**src/pkg/uls_pkg.sv**
```systemverilog
// Shared constants for the UART line and modem status block
package uls_pkg;
  localparam int ADDR_W = 4;
  localparam int DATA_W = 8;
  localparam int MDM_N = 4;
  localparam int INT_N = 3;

  // Register offsets
  localparam logic [3:0] OFS_LINE_STATUS = 4'h0;
  localparam logic [3:0] OFS_MODEM_STATUS = 4'h1;
  localparam logic [3:0] OFS_MODEM_CTRL = 4'h2;
  localparam logic [3:0] OFS_FEATURE = 4'h3;
  localparam logic [3:0] OFS_INT_STATUS = 4'h4;
  localparam logic [3:0] OFS_INT_CLEAR = 4'h5;
  localparam logic [3:0] OFS_INT_ENABLE = 4'h6;

  // Line status fields
  localparam int LS_READY_BIT = 0;
  localparam int LS_OVERRUN_BIT = 1;
  localparam int LS_PARITY_BIT = 2;

  // Modem input index inside the 4-bit vectors
  localparam int MDM_CTS = 0;
  localparam int MDM_DSR = 1;
  localparam int MDM_RI = 2;
  localparam int MDM_CD = 3;

  // Modem control fields
  localparam int MC_DTR_BIT = 0;
  localparam int MC_RTS_BIT = 1;
  localparam int MC_OUT1_BIT = 2;
  localparam int MC_OUT2_BIT = 3;
  localparam int MC_LOOP_BIT = 4;

  // Enhanced feature field
  localparam int FEAT_AUTO_CTS_BIT = 7;

  // Interrupt status fields
  localparam int INT_MODEM_BIT = 0;
  localparam int INT_OVERRUN_BIT = 1;
  localparam int INT_PARITY_BIT = 2;

  // Reset values
  localparam logic [7:0] MODEM_CTRL_RST = 8'h00;
  localparam logic [7:0] FEATURE_RST = 8'h00;
  localparam logic [2:0] INT_RST = 3'h0;
  localparam logic [3:0] MDM_ACT_RST = 4'h0;
  localparam logic PIN_IDLE = 1'b1;
endpackage

```
**src/verilog/uls_pin_filter.sv**
```systemverilog
// Three-stage synchroniser with agreement filter for one modem pin
module uls_pin_filter (
  input wire logic ref_clk_i,
  input wire logic nrst_i,
  input wire logic pin_i,
  output logic level_o
);
  logic s1_reg;
  logic s2_reg;
  logic s3_reg;
  logic level_reg;
  logic agree;

  // Only s2 and s3 are compared; s1 may be metastable
  assign agree = (s2_reg == s3_reg);

  always_ff @(posedge ref_clk_i or negedge nrst_i) begin
    if (!nrst_i) begin
      s1_reg <= uls_pkg::PIN_IDLE;
      s2_reg <= uls_pkg::PIN_IDLE;
      s3_reg <= uls_pkg::PIN_IDLE;
      level_reg <= uls_pkg::PIN_IDLE;
    end else begin
      s1_reg <= pin_i;
      s2_reg <= s1_reg;
      s3_reg <= s2_reg;
      if (agree) begin
        level_reg <= s3_reg;
      end
    end
  end

  assign level_o = level_reg;
endmodule

```
**src/verilog/uls_status.sv**
```systemverilog
// UART line status flags, modem status register and CTS flow stop
// Notes on behaviour
// - Parity flag reports the parity of the oldest held character.
// - Overrun flag sets when a character completes while FIFO full.
// - On overrun the new character is not pushed into the FIFO.
// - Data ready is high while any received character is held.
// - Each modem input change sets its change indicator; ring sets on one edge only.
// - Reading modem status clears all change indicators.
// - Carrier bit is inverse pin, or user output 2 in loop-back.
// - Ring bit is inverse pin, or user output 1 in loop-back.
// - Data set ready bit is inverse pin, or DTR in loop-back.
// - Clear-to-send bit is inverse pin, or RTS in loop-back.
// - With flow control, CTS high stops transmit after current char.
// - Carrier change sets its indicator and raises modem interrupt.
// - Ring indicator sets only on pin going low to high.
// - Modem interrupt is asserted while any change indicator is set.
// - Auto CTS works only with feature bit 7 set; off at reset.
module uls_status (
  input wire logic ref_clk_i,
  input wire logic nrst_i,
  input wire logic [3:0] addr_i,
  input wire logic [7:0] wdata_i,
  input wire logic wr_i,
  input wire logic rd_i,
  output logic [7:0] rdata_o,
  input wire logic rx_done_i,
  input wire logic rx_fifo_full_i,
  input wire logic rx_avail_i,
  input wire logic rx_top_perr_i,
  output logic rx_push_o,
  input wire logic tx_busy_i,
  output logic tx_stop_o,
  input wire logic cd_n_i,
  input wire logic ri_n_i,
  input wire logic dsr_n_i,
  input wire logic cts_n_i,
  output logic modem_irq_o,
  output logic irq_o
);
  logic [3:0] pins_n;
  logic [3:0] pin_lvl;
  logic [3:0] loop_src;
  logic [3:0] act_sel;
  logic [3:0] act_reg;
  logic [3:0] delta_set;
  logic [3:0] delta_reg;
  logic [3:0] delta_next;
  logic [7:0] mcr_reg;
  logic [7:0] feat_reg;
  logic [2:0] int_sts_reg;
  logic [2:0] int_sts_next;
  logic [2:0] int_en_reg;
  logic [2:0] int_evt;
  logic ready_reg;
  logic perr_reg;
  logic perr_next;
  logic ovr_reg;
  logic ovr_set;
  logic ovr_next;
  logic push_next;
  logic stop_reg;
  logic stop_next;
  logic auto_cts;
  logic loop_on;
  logic sel_ls;
  logic sel_ms;
  logic sel_mc;
  logic sel_ft;
  logic sel_is;
  logic sel_ic;
  logic sel_ie;
  logic rd_ls;
  logic rd_ms;
  logic [7:0] line_word;
  logic [7:0] modem_word;
  logic [7:0] rd_mux;
  logic irq_next;
  logic mirq_next;
  // Clear mask for cycles with no clear write
  localparam logic [2:0] INT_CLR_NONE = 3'h0;

  // Address decode
  assign sel_ls = (addr_i == uls_pkg::OFS_LINE_STATUS);
  assign sel_ms = (addr_i == uls_pkg::OFS_MODEM_STATUS);
  assign sel_mc = (addr_i == uls_pkg::OFS_MODEM_CTRL);
  assign sel_ft = (addr_i == uls_pkg::OFS_FEATURE);
  assign sel_is = (addr_i == uls_pkg::OFS_INT_STATUS);
  assign sel_ic = (addr_i == uls_pkg::OFS_INT_CLEAR);
  assign sel_ie = (addr_i == uls_pkg::OFS_INT_ENABLE);
  assign rd_ls = rd_i && sel_ls;
  assign rd_ms = rd_i && sel_ms;

  // Modem pins, one filter each
  assign pins_n = {cd_n_i, ri_n_i, dsr_n_i, cts_n_i};

  genvar gi;
  generate
    for (gi = 0; gi < uls_pkg::MDM_N; gi++) begin : g_pin
      uls_pin_filter u_filt (
        .ref_clk_i(ref_clk_i),
        .nrst_i(nrst_i),
        .pin_i(pins_n[gi]),
        .level_o(pin_lvl[gi])
      );
    end
  endgenerate

  // Loop-back routes modem control bits onto the status inputs
  assign loop_on = mcr_reg[uls_pkg::MC_LOOP_BIT];
  assign loop_src = {mcr_reg[uls_pkg::MC_OUT2_BIT],
                     mcr_reg[uls_pkg::MC_OUT1_BIT],
                     mcr_reg[uls_pkg::MC_DTR_BIT],
                     mcr_reg[uls_pkg::MC_RTS_BIT]};
  assign act_sel = loop_on ? loop_src : ~pin_lvl;

  // Change detection against the previous sample
  assign delta_set[uls_pkg::MDM_CTS] =
    act_sel[uls_pkg::MDM_CTS] ^ act_reg[uls_pkg::MDM_CTS];
  assign delta_set[uls_pkg::MDM_DSR] =
    act_sel[uls_pkg::MDM_DSR] ^ act_reg[uls_pkg::MDM_DSR];
  // Pin low to high is the active-high bit falling
  assign delta_set[uls_pkg::MDM_RI] =
    act_reg[uls_pkg::MDM_RI] & ~act_sel[uls_pkg::MDM_RI];
  assign delta_set[uls_pkg::MDM_CD] =
    act_sel[uls_pkg::MDM_CD] ^ act_reg[uls_pkg::MDM_CD];
  // A change in the read cycle survives the clear
  assign delta_next = delta_set | (delta_reg & ~{4{rd_ms}});
  assign mirq_next = |delta_next;

  // Receive side flags
  assign perr_next = rx_top_perr_i && rx_avail_i;
  assign ovr_set = rx_done_i && rx_fifo_full_i;
  assign ovr_next = ovr_set || (ovr_reg && !rd_ls);
  assign push_next = rx_done_i && !rx_fifo_full_i;

  // Flow stop only changes between characters
  assign auto_cts = feat_reg[uls_pkg::FEAT_AUTO_CTS_BIT];
  assign stop_next = tx_busy_i ? stop_reg :
    (auto_cts && !act_reg[uls_pkg::MDM_CTS]);

  // Interrupt events, sticky with set over clear
  assign int_evt[uls_pkg::INT_MODEM_BIT] = |delta_set;
  assign int_evt[uls_pkg::INT_OVERRUN_BIT] = ovr_set;
  assign int_evt[uls_pkg::INT_PARITY_BIT] = perr_next && !perr_reg;
  assign int_sts_next = int_evt |
    (int_sts_reg & ~((wr_i && sel_ic) ? wdata_i[2:0] : INT_CLR_NONE));
  assign irq_next = |(int_sts_next & int_en_reg);

  // Read words; unmapped and write-only offsets read zero
  assign line_word = {5'h00, perr_reg, ovr_reg, ready_reg};
  assign modem_word = {act_reg, delta_reg};
  assign rd_mux = sel_ls ? line_word :
                  sel_ms ? modem_word :
                  sel_mc ? mcr_reg :
                  sel_ft ? feat_reg :
                  sel_is ? {5'h00, int_sts_reg} :
                  sel_ie ? {5'h00, int_en_reg} : 8'h00;

  always_ff @(posedge ref_clk_i or negedge nrst_i) begin
    if (!nrst_i) begin
      mcr_reg <= uls_pkg::MODEM_CTRL_RST;
      feat_reg <= uls_pkg::FEATURE_RST;
      int_en_reg <= uls_pkg::INT_RST;
    end else if (wr_i) begin
      if (sel_mc) begin
        mcr_reg <= wdata_i;
      end
      if (sel_ft) begin
        feat_reg <= wdata_i;
      end
      if (sel_ie) begin
        int_en_reg <= wdata_i[2:0];
      end
    end
  end

  always_ff @(posedge ref_clk_i or negedge nrst_i) begin
    if (!nrst_i) begin
      act_reg <= uls_pkg::MDM_ACT_RST;
      delta_reg <= uls_pkg::MDM_ACT_RST;
      modem_irq_o <= 1'b0;
    end else begin
      act_reg <= act_sel;
      delta_reg <= delta_next;
      modem_irq_o <= mirq_next;
    end
  end

  always_ff @(posedge ref_clk_i or negedge nrst_i) begin
    if (!nrst_i) begin
      ready_reg <= 1'b0;
      perr_reg <= 1'b0;
      ovr_reg <= 1'b0;
      rx_push_o <= 1'b0;
    end else begin
      ready_reg <= rx_avail_i;
      perr_reg <= perr_next;
      ovr_reg <= ovr_next;
      rx_push_o <= push_next;
    end
  end

  always_ff @(posedge ref_clk_i or negedge nrst_i) begin
    if (!nrst_i) begin
      stop_reg <= 1'b0;
      int_sts_reg <= uls_pkg::INT_RST;
      irq_o <= 1'b0;
      rdata_o <= 8'h00;
    end else begin
      stop_reg <= stop_next;
      int_sts_reg <= int_sts_next;
      irq_o <= irq_next;
      rdata_o <= rd_i ? rd_mux : 8'h00;
    end
  end

  assign tx_stop_o = stop_reg;

  // Checks
  // Receive side flags
  chk_ready_follow: assert property (@(posedge ref_clk_i)
    disable iff (!nrst_i) ##1 ready_reg == $past(rx_avail_i))
    else $error("data ready does not follow held data");
  chk_parity_top: assert property (@(posedge ref_clk_i)
    disable iff (!nrst_i)
    ##1 perr_reg == $past(rx_top_perr_i && rx_avail_i))
    else $error("parity flag not that of top character");
  chk_overrun_set: assert property (@(posedge ref_clk_i)
    disable iff (!nrst_i)
    rx_done_i && rx_fifo_full_i |=> ovr_reg && !rx_push_o)
    else $error("overrun not flagged or char pushed");
  chk_ovr_sticky: assert property (@(posedge ref_clk_i)
    disable iff (!nrst_i) ovr_reg && !rd_ls |=> ovr_reg)
    else $error("overrun flag dropped before a read");
  chk_push_normal: assert property (@(posedge ref_clk_i)
    disable iff (!nrst_i)
    rx_done_i && !rx_fifo_full_i |=> rx_push_o)
    else $error("completed character not pushed");
  chk_push_idle: assert property (@(posedge ref_clk_i)
    disable iff (!nrst_i) !rx_done_i |=> !rx_push_o)
    else $error("push without a completed character");

  // Modem status bits and change indicators
  chk_read_clear: assert property (@(posedge ref_clk_i)
    disable iff (!nrst_i)
    rd_ms && delta_set == 4'h0 |=> delta_reg == 4'h0)
    else $error("modem status read did not clear changes");
  chk_delta_hold: assert property (@(posedge ref_clk_i)
    disable iff (!nrst_i) !rd_ms && delta_reg[uls_pkg::MDM_DSR] |=>
    delta_reg[uls_pkg::MDM_DSR])
    else $error("change indicator lost before a read");
  chk_dsr_change: assert property (@(posedge ref_clk_i)
    disable iff (!nrst_i) act_sel[uls_pkg::MDM_DSR] !=
    act_reg[uls_pkg::MDM_DSR] |=> delta_reg[uls_pkg::MDM_DSR])
    else $error("data set ready change not latched");
  chk_loop_cd: assert property (@(posedge ref_clk_i)
    disable iff (!nrst_i) loop_on |=>
    act_reg[uls_pkg::MDM_CD] == $past(mcr_reg[uls_pkg::MC_OUT2_BIT]))
    else $error("loop-back carrier bit wrong");
  chk_loop_ri: assert property (@(posedge ref_clk_i)
    disable iff (!nrst_i) loop_on |=>
    act_reg[uls_pkg::MDM_RI] == $past(mcr_reg[uls_pkg::MC_OUT1_BIT]))
    else $error("loop-back ring bit wrong");
  chk_loop_dsr: assert property (@(posedge ref_clk_i)
    disable iff (!nrst_i) loop_on |=>
    act_reg[uls_pkg::MDM_DSR] == $past(mcr_reg[uls_pkg::MC_DTR_BIT]))
    else $error("loop-back data set ready bit wrong");
  chk_norm_cts: assert property (@(posedge ref_clk_i)
    disable iff (!nrst_i) !loop_on |=>
    act_reg[uls_pkg::MDM_CTS] == !$past(pin_lvl[uls_pkg::MDM_CTS]))
    else $error("clear-to-send bit not inverse of pin");
  chk_cd_change: assert property (@(posedge ref_clk_i)
    disable iff (!nrst_i) delta_set[uls_pkg::MDM_CD] |=>
    delta_reg[uls_pkg::MDM_CD] && modem_irq_o)
    else $error("carrier change not latched");
  chk_ri_rise_only: assert property (@(posedge ref_clk_i)
    disable iff (!nrst_i) !act_reg[uls_pkg::MDM_RI] &&
    act_sel[uls_pkg::MDM_RI] && !delta_reg[uls_pkg::MDM_RI] |=>
    !delta_reg[uls_pkg::MDM_RI])
    else $error("ring indicator set on wrong edge");
  chk_ri_fall_set: assert property (@(posedge ref_clk_i)
    disable iff (!nrst_i) act_reg[uls_pkg::MDM_RI] &&
    !act_sel[uls_pkg::MDM_RI] |=> delta_reg[uls_pkg::MDM_RI] && modem_irq_o)
    else $error("ring trailing edge not latched");
  chk_irq_level: assert property (@(posedge ref_clk_i)
    disable iff (!nrst_i) modem_irq_o == (|delta_reg))
    else $error("modem interrupt not tied to changes");

  // Transmit flow stop
  chk_stop_hold: assert property (@(posedge ref_clk_i)
    disable iff (!nrst_i) tx_busy_i |=> $stable(tx_stop_o))
    else $error("flow stop changed mid character");
  chk_auto_off: assert property (@(posedge ref_clk_i)
    disable iff (!nrst_i) !auto_cts && !tx_busy_i |=> !tx_stop_o)
    else $error("flow stop while auto CTS disabled");

  cov_overrun: cover property (@(posedge ref_clk_i)
    disable iff (!nrst_i) rx_done_i && rx_fifo_full_i);
  cov_ring_edge: cover property (@(posedge ref_clk_i)
    disable iff (!nrst_i) delta_set[uls_pkg::MDM_RI]);
  cov_loop_cd: cover property (@(posedge ref_clk_i)
    disable iff (!nrst_i) loop_on && delta_set[uls_pkg::MDM_CD]);
  cov_tx_stop: cover property (@(posedge ref_clk_i)
    disable iff (!nrst_i) $rose(tx_stop_o));
endmodule

```
**config.mk**
```make
export PLATFORM = sky130hd
export DESIGN_NAME = uls_status
export DESIGN_NICKNAME = d
export VERILOG_FILES = /design/src/pkg/uls_pkg.sv /design/src/verilog/uls_pin_filter.sv /design/src/verilog/uls_status.sv
export SDC_FILE = /design/constraint.sdc
export NUM_CORES = 1
export LEC_CHECK = 0
export BUFFER_PORTS_ARGS = -buffer_cell sky130_fd_sc_hd__buf_2
export CAP_MARGIN = 20
export CORE_AREA = 5 5 77 79
export DETAILED_ROUTE_END_ITERATION = 6
export DIE_AREA = 0 0 82 84
export PLACE_DENSITY = 0.76
export SYNTH_ARGS = -nofsm -noshare
export SYNTH_HDL_FRONTEND = slang
export SYNTH_HIERARCHICAL = 1
export SYNTH_SLANG_ARGS = --single-unit
```
**constraint.sdc**
```tcl
create_clock -name ref_clk_i -period 4.3 [get_ports ref_clk_i]
set_clock_uncertainty 0.2 [all_clocks]
set_input_delay 0.86 -clock ref_clk_i [delete_from_list [all_inputs] [get_ports ref_clk_i]]
set_output_delay 0.86 -clock ref_clk_i [all_outputs]
set_load 0.1 [all_outputs]
```
=== Word-level counts from Yosys, hierarchy flattened ===
Cells that the tools add are included.

* Bits of input ports: 25
* Output and inout port bits: 12
* Flip-flop bits (word level): 61

* Reduce and logical (&&, ||, !) cells: 21
* Bitwise operators: 13
* Equality and inequality tests: 10
* Mux-type cells: 9

{| class="wikitable"
|+ Operators by type and width
! kind !! count
|-
| 8-bit two-way mux || 5
|-
| 4-bit by 3-bit == test with 1-bit output (second input constant) || 3
|-
| 1-bit logical AND || 9
|-
| 3-bit two-way mux || 3
|-
| 4-bit by 2-bit == test with 1-bit output (second input constant) || 2
|-
| 4-bit NOT || 2
|-
| 4-bit OR reduction || 2
|-
| 3-bit AND || 2
|-
| 2-bit AND reduction || 3
|-
| 4-bit AND || 1
|-
| 1-bit == test || 4
|-
| 4-bit by 1-bit == test with 1-bit output (second input constant) || 1
|-
| 1-bit logical NOT || 4
|-
| 4-bit logical NOT || 1
|-
| 4-bit two-way mux || 1
|-
| 4-bit bitwise OR || 1
|-
| 3-bit NOT || 1
|-
| 3-bit bitwise OR || 1
|-
| 3-bit OR reduction || 1
|-
| 1-bit XOR || 3
|-
| 1-bit AND || 1
|-
| 1-bit logical OR || 1
|-
| 1-bit NOT || 1
|}

=== Longest topological paths before layout ===
* Depth in word-level cells: 8
* Gate-level depth with buffers: 6
* Mapped depth without buffers: 5

=== Hierarchy ===
Netlist, hierarchy kept.

{| class="wikitable"
|+ By module, submodules not included
! module !! cells each !! area each (um^2) !! instances !! sequential area each (um^2)
|-
| uls_status || 170 || 2025.7 || 1 || 1126.1
|-
| uls_pin_filter || 5 || 116.4 || 4 || 105.1
|}

=== Worst setup path before layout ===
OpenSTA, ideal clock, no wires.

* Path type: input-to-reg
* From: input port addr_i[2]
* To: register feat_reg[0]
* Cell stages on the path: 4
* Library setup time: 0.128 ns
* Buffers on the path: 1
* Arrival time: 1.754 ns
* Path slack: 2.218 ns
* Cells stage by stage: nor2_1 -> and4_1 -> buf_2 -> mux2_1

* Cells in the longest elaborated chain, start to end: 2

{| class="wikitable"
|+ RTL lines
! what !! line !! source
|-
| from (decl) || uls_status.sv:21 || <nowiki>input wire logic [3:0] addr_i,</nowiki>
|-
| 4-bit by 2-bit == test with 1-bit output || uls_status.sv:86 || <nowiki>assign sel_ft = (addr_i == uls_pkg::OFS_FEATURE);</nowiki>
|-
| 2-bit AND reduction (no source line) || n/a ||
|-
| to (signal assigned) || uls_status.sv:162 || <nowiki>feat_reg <= uls_pkg::FEATURE_RST;</nowiki>
|-
| to (signal assigned) || uls_status.sv:169 || <nowiki>feat_reg <= wdata_i;</nowiki>
|-
| to (decl) || uls_status.sv:49 || <nowiki>logic [7:0] feat_reg;</nowiki>
|}

Every way passes these cells.
A chain may end at the register's enable or synchronous reset.

=== Final worst setup path ===
* From: input port addr_i[1]
* To: register irq_o

* Cells in the longest elaborated chain, start to end: 8

{| class="wikitable"
|+ RTL lines
! what !! line !! source
|-
| 4-bit by 3-bit == test with 1-bit output || uls_status.sv:88 || <nowiki>assign sel_ic = (addr_i == uls_pkg::OFS_INT_CLEAR);</nowiki>
|-
| 1-bit logical AND || uls_status.sv:146 || <nowiki>(int_sts_reg & ~((wr_i && sel_ic) ? wdata_i[2:0] : INT_CLR_NONE));</nowiki>
|-
| 3-bit two-way mux || uls_status.sv:146 ||
|-
| 3-bit NOT || uls_status.sv:146 ||
|-
| 3-bit AND || uls_status.sv:146 ||
|-
| 3-bit bitwise OR || uls_status.sv:145 || <nowiki>assign int_sts_next = int_evt |</nowiki>
|-
| net int_sts_next[0] || uls_status.sv:51 || <nowiki>logic [2:0] int_sts_next;</nowiki>
|-
| 3-bit AND || uls_status.sv:147 || <nowiki>assign irq_next = |(int_sts_next & int_en_reg);</nowiki>
|-
| 3-bit OR reduction || uls_status.sv:147 ||
|-
| net irq_next || uls_status.sv:77 || <nowiki>logic irq_next;</nowiki>
|-
| to (signal assigned) || uls_status.sv:212 || <nowiki>irq_o <= irq_next;</nowiki>
|-
| to (decl) || uls_status.sv:38 || <nowiki>output logic irq_o</nowiki>
|}

The timed path passes the listed nets, and every way through them passes these cells.

==> Flow_metrics.wiki <==
{| class="wikitable"
! Metric !! Value
|-
| Status || complete, no violations
|-
| Count of final hold-check violations || 0
|-
| Vias in the first global route || 1599
|-
| CTS-repair resized insts || 0
|-
| Worst flop-to-flop path endpoint || irq_o$_DFF_PN0_
|-
| Cell area after layout || 2950 µm²
|-
| Total global routing track utilization || 15.8%
|-
| Total Neg Setup Slack || 0 ns
|-
| # hold bufs at CTS || 0
|-
| Total die area || 6890 µm²
|-
| Post-Place Setup Slack || 1.79 ns
|-
| Post-Synthesis Cell Area || 2490 µm²
|-
| Cell with the biggest individual delay on the critical path || sky130_fd_sc_hd__and2b_1
|-
| Count of unresolved DRC violations after routing || 0
|-
| Yosys warns || 6
|-
| Number of buffers between clock root and the deepest sink || 2
|-
| Post-CTS Setup Inserts || 0
|-
| # clock sinks || 61
|-
| Total of max-cap violations || 0
|-
| Reg-to-reg slack, setup || 2.40 ns
|-
| CP arrival || 2.18 ns
|-
| Utilization after layout || 56.0%
|-
| Number of nets produced by synthesis || 215
|-
| Number of cells on the worst reg-to-reg path || 4
|-
| Cell area after placement || 2730 µm²
|-
| Global route total overflow || 0
|-
| Top Family by Delay on Critical Path || simple AND/OR/NAND/NOR gates
|-
| Bufs and invs on worst path || 1
|-
| Maximum fanout along the worst path || 20
|-
| Register area share after synthesis || 62.1%
|-
| Async set-reset flop share out of synthesis || 100%
|-
| Period minus WS final || 2.17 ns
|-
| Worst setup path endpoint || irq_o$_DFF_PN0_
|-
| Number of cells produced by synthesis || 190
|-
| Leakage power summed over all cells || 1.33 nW
|-
| Period Utilization, post-route || 50.4%
|-
| CTS Root Buffer Type || sky130_fd_sc_hd__clkbuf_8
|-
| Starting Density || 47.3%
|-
| RSZ-0062 raised after global routing || false
|-
| Number of stages on the worst setup path || 6
|-
| Clock insertion delay at the later pin of the skew report || 0.33 ns
|-
| Share of cells above drive strength 1 || 39.7%
|-
| Prevailing post-synth register cell || sky130_fd_sc_hd__dfrtp_1
|-
| Max transition margin || 41.4%
|-
| First DRT Iteration DRCs || 84
|-
| Clock buffers created by TritonCTS || 9
|-
| Global placement routability congestion || 0.919
|-
| Crit path largest cell delay || 0.39 ns
|-
| Worst path setup slack after routing || 2.13 ns
|-
| Achievable frequency || 462 MHz
|-
| Number of antenna repair diodes || 0
|-
| Detailed-placement wirelength estimate || 3.29 mm
|-
| Final number of max-transition violations || 0
|-
| Number of endpoints failing setup at the final stage || 0
|-
| Input/output buffers || 36
|-
| Total chip power || 1.53 mW
|-
| Synth Register Bits || 61
|-
| Power per cell area || 519 nW/µm²
|-
| Worst-case vdd ir drop || 240 µV
|-
| Reg-to-Reg Start || mcr_reg[4]$_DFFE_PN0P_
|-
| Clock H-tree levels || 3
|-
| DRT antenna net count || 0
|-
| Die height || 84 µm
|-
| Routed length per placed instance || 15.0 µm
|-
| # fillers || 469
|-
| Startpoint kind of the worst setup timing path || primary input
|-
| Worst hold path class || flop to flop
|-
| Global-route wire length before repair || 8.02 mm
|-
| Post-CTS clock slew at the launch and capture registers of the worst setup and hold paths || 0.06 ns
|-
| Cells along the critical path || buf_2 > and2b_1 > nand2_1 > o21ai_1 > nand4_2 > a221o_1
|-
| Die X || 82 µm
|-
| Post-synth cell types || 39
|-
| Maximum number of pins on one net before global-route repair || 42
|-
| Transition time at the pin with the least slew margin || 0.878 ns
|-
| Number of top-level pins || 37
|-
| Mean cell area of the mapped netlist || 13.1 µm²
|-
| Crit Path Category || primary input to flop
|-
| Rows || 27
|-
| Number of search-and-repair iterations in the first detailed-routing pass || 4
|-
| CTS tree || built
|-
| Area growth from synthesis to layout || 18.5%
|-
| Req. time, crit path || 4.32 ns
|-
| Startpoint of the most critical setup path || addr_i[1]
|-
| Hold WS || 0.155 ns
|-
| Antenna violations before repair || 0
|-
| Detailed-route wire length || 4.64 mm
|-
| Vias after detailed routing || 1588
|-
| Area of the core region || 5270 µm²
|-
| Final cell count without fillers || 309
|-
| Total placed cells including tap cells || 293
|-
| Net total in the final layout || 257
|-
| Number of flops mapped to enable cells by yosys || 0
|-
| Critical Path Sink Type || flop
|-
| Ratio of routed vias to standard cells || 5.14
|}
## how the worst min path moves through the flow
stage                                           from                               end  slack (ns)  cells after the start
floorplan           g_pin[0].u_filt/s1_reg$_DFF_PN1_  g_pin[0].u_filt/s2_reg$_DFF_PN1_        0.15                      0
global placement    g_pin[0].u_filt/s1_reg$_DFF_PN1_  g_pin[0].u_filt/s2_reg$_DFF_PN1_        0.15                      0
detailed placement  g_pin[2].u_filt/s1_reg$_DFF_PN1_  g_pin[2].u_filt/s2_reg$_DFF_PN1_        0.15                      0
CTS                 g_pin[2].u_filt/s1_reg$_DFF_PN1_  g_pin[2].u_filt/s2_reg$_DFF_PN1_        0.16                      0
global route        g_pin[0].u_filt/s1_reg$_DFF_PN1_  g_pin[0].u_filt/s2_reg$_DFF_PN1_        0.16                      0
finish              g_pin[0].u_filt/s1_reg$_DFF_PN1_  g_pin[0].u_filt/s2_reg$_DFF_PN1_        0.15                      0
## kinds of logic (layout without fill, tap and decap cells)
group	after synthesis	count (layout)	share of synthesized area, %
AND/OR/NAND/NOR	42	42	9.99
multiplexers	29	29	12.9
AO/OA/AOI/OAI	40	40	10.0
buffers and inverters	12	59	2.56
flip-flops	61	61	62.1
adder cells (fa/ha/maj)	4	4	1.81
XOR/XNOR	2	2	0.703
## power by group
part	leakage, nW	internal [mW]	switching [mW]
clock	0.116	0.356	0.209
sequential	0.701	0.656	0.0497
combinational	0.513	0.103	0.159
## cell usage after synthesis (all sizes together) (2+ instances only)
library cell  count  area, µm²
dfrtp            45       1130
maj3              4       45.0
mux2i             5       50.1
mux2             24        270
a22oi             5       37.5
nand3b            2       15.0
dfstp            16        420
nand2b            3       26.3
nor3              2       21.3
a21oi            11       55.1
o21ai            16       80.1
nand4             3       31.3
buf               6       41.3
inv               5       18.8
nor2              6       22.5
and2              2       12.5
nand3             2       10.0
a2111o            2       22.5
xnor2             2       17.5
nand2            17       63.8
## area by class of cell
| cell class | instances | area (µm²) | area share (%) |
|---|---|---|---|
| clock inverter | 4 | 70.1 | 2.37 |
| multi-input combinational | 117 | 881 | 29.8 |
| inverter | 6 | 22.5 | 0.763 |
| timing repair buffer | 37 | 188 | 6.36 |
| sequential | 61 | 1550 | 52.4 |
| tap | 72 | 90.1 | 3.05 |
| clock buffer | 12 | 155 | 5.25 |
## layout by cell type (no fill, tap or decap), types with 2 or more instances in the layout
master	instances
sky130_fd_sc_hd__a2111o_1	2
sky130_fd_sc_hd__a21oi_1	11
sky130_fd_sc_hd__a22oi_1	5
sky130_fd_sc_hd__and2_1	2
sky130_fd_sc_hd__buf_2	36
sky130_fd_sc_hd__bufinv_16	2
sky130_fd_sc_hd__clkbuf_8	11
sky130_fd_sc_hd__clkinv_2	2
sky130_fd_sc_hd__dfrtp_1	45
sky130_fd_sc_hd__dfstp_2	16
sky130_fd_sc_hd__inv_1	5
sky130_fd_sc_hd__maj3_2	4
sky130_fd_sc_hd__mux2_1	8
sky130_fd_sc_hd__mux2_2	16
sky130_fd_sc_hd__mux2i_1	5
sky130_fd_sc_hd__nand2_1	17
sky130_fd_sc_hd__nand2b_1	2
sky130_fd_sc_hd__nand3_1	2
sky130_fd_sc_hd__nand3b_1	2
sky130_fd_sc_hd__nand4_2	2
sky130_fd_sc_hd__nor2_1	6
sky130_fd_sc_hd__o21ai_0	12
sky130_fd_sc_hd__o21ai_1	4
sky130_fd_sc_hd__xnor2_1	2
## layer usage
| layer | wire (µm) | track usage, % |
|---|---|---|
| met5 | 0 | 0 |
| met4 | 123 | 9.52 |
| met3 | 223 | 4.86 |
| met2 | 2230 | 22.9 |
| met1 | 2070 | 20.5 |
No activity file was read; power rests on OpenSTA's default activity.
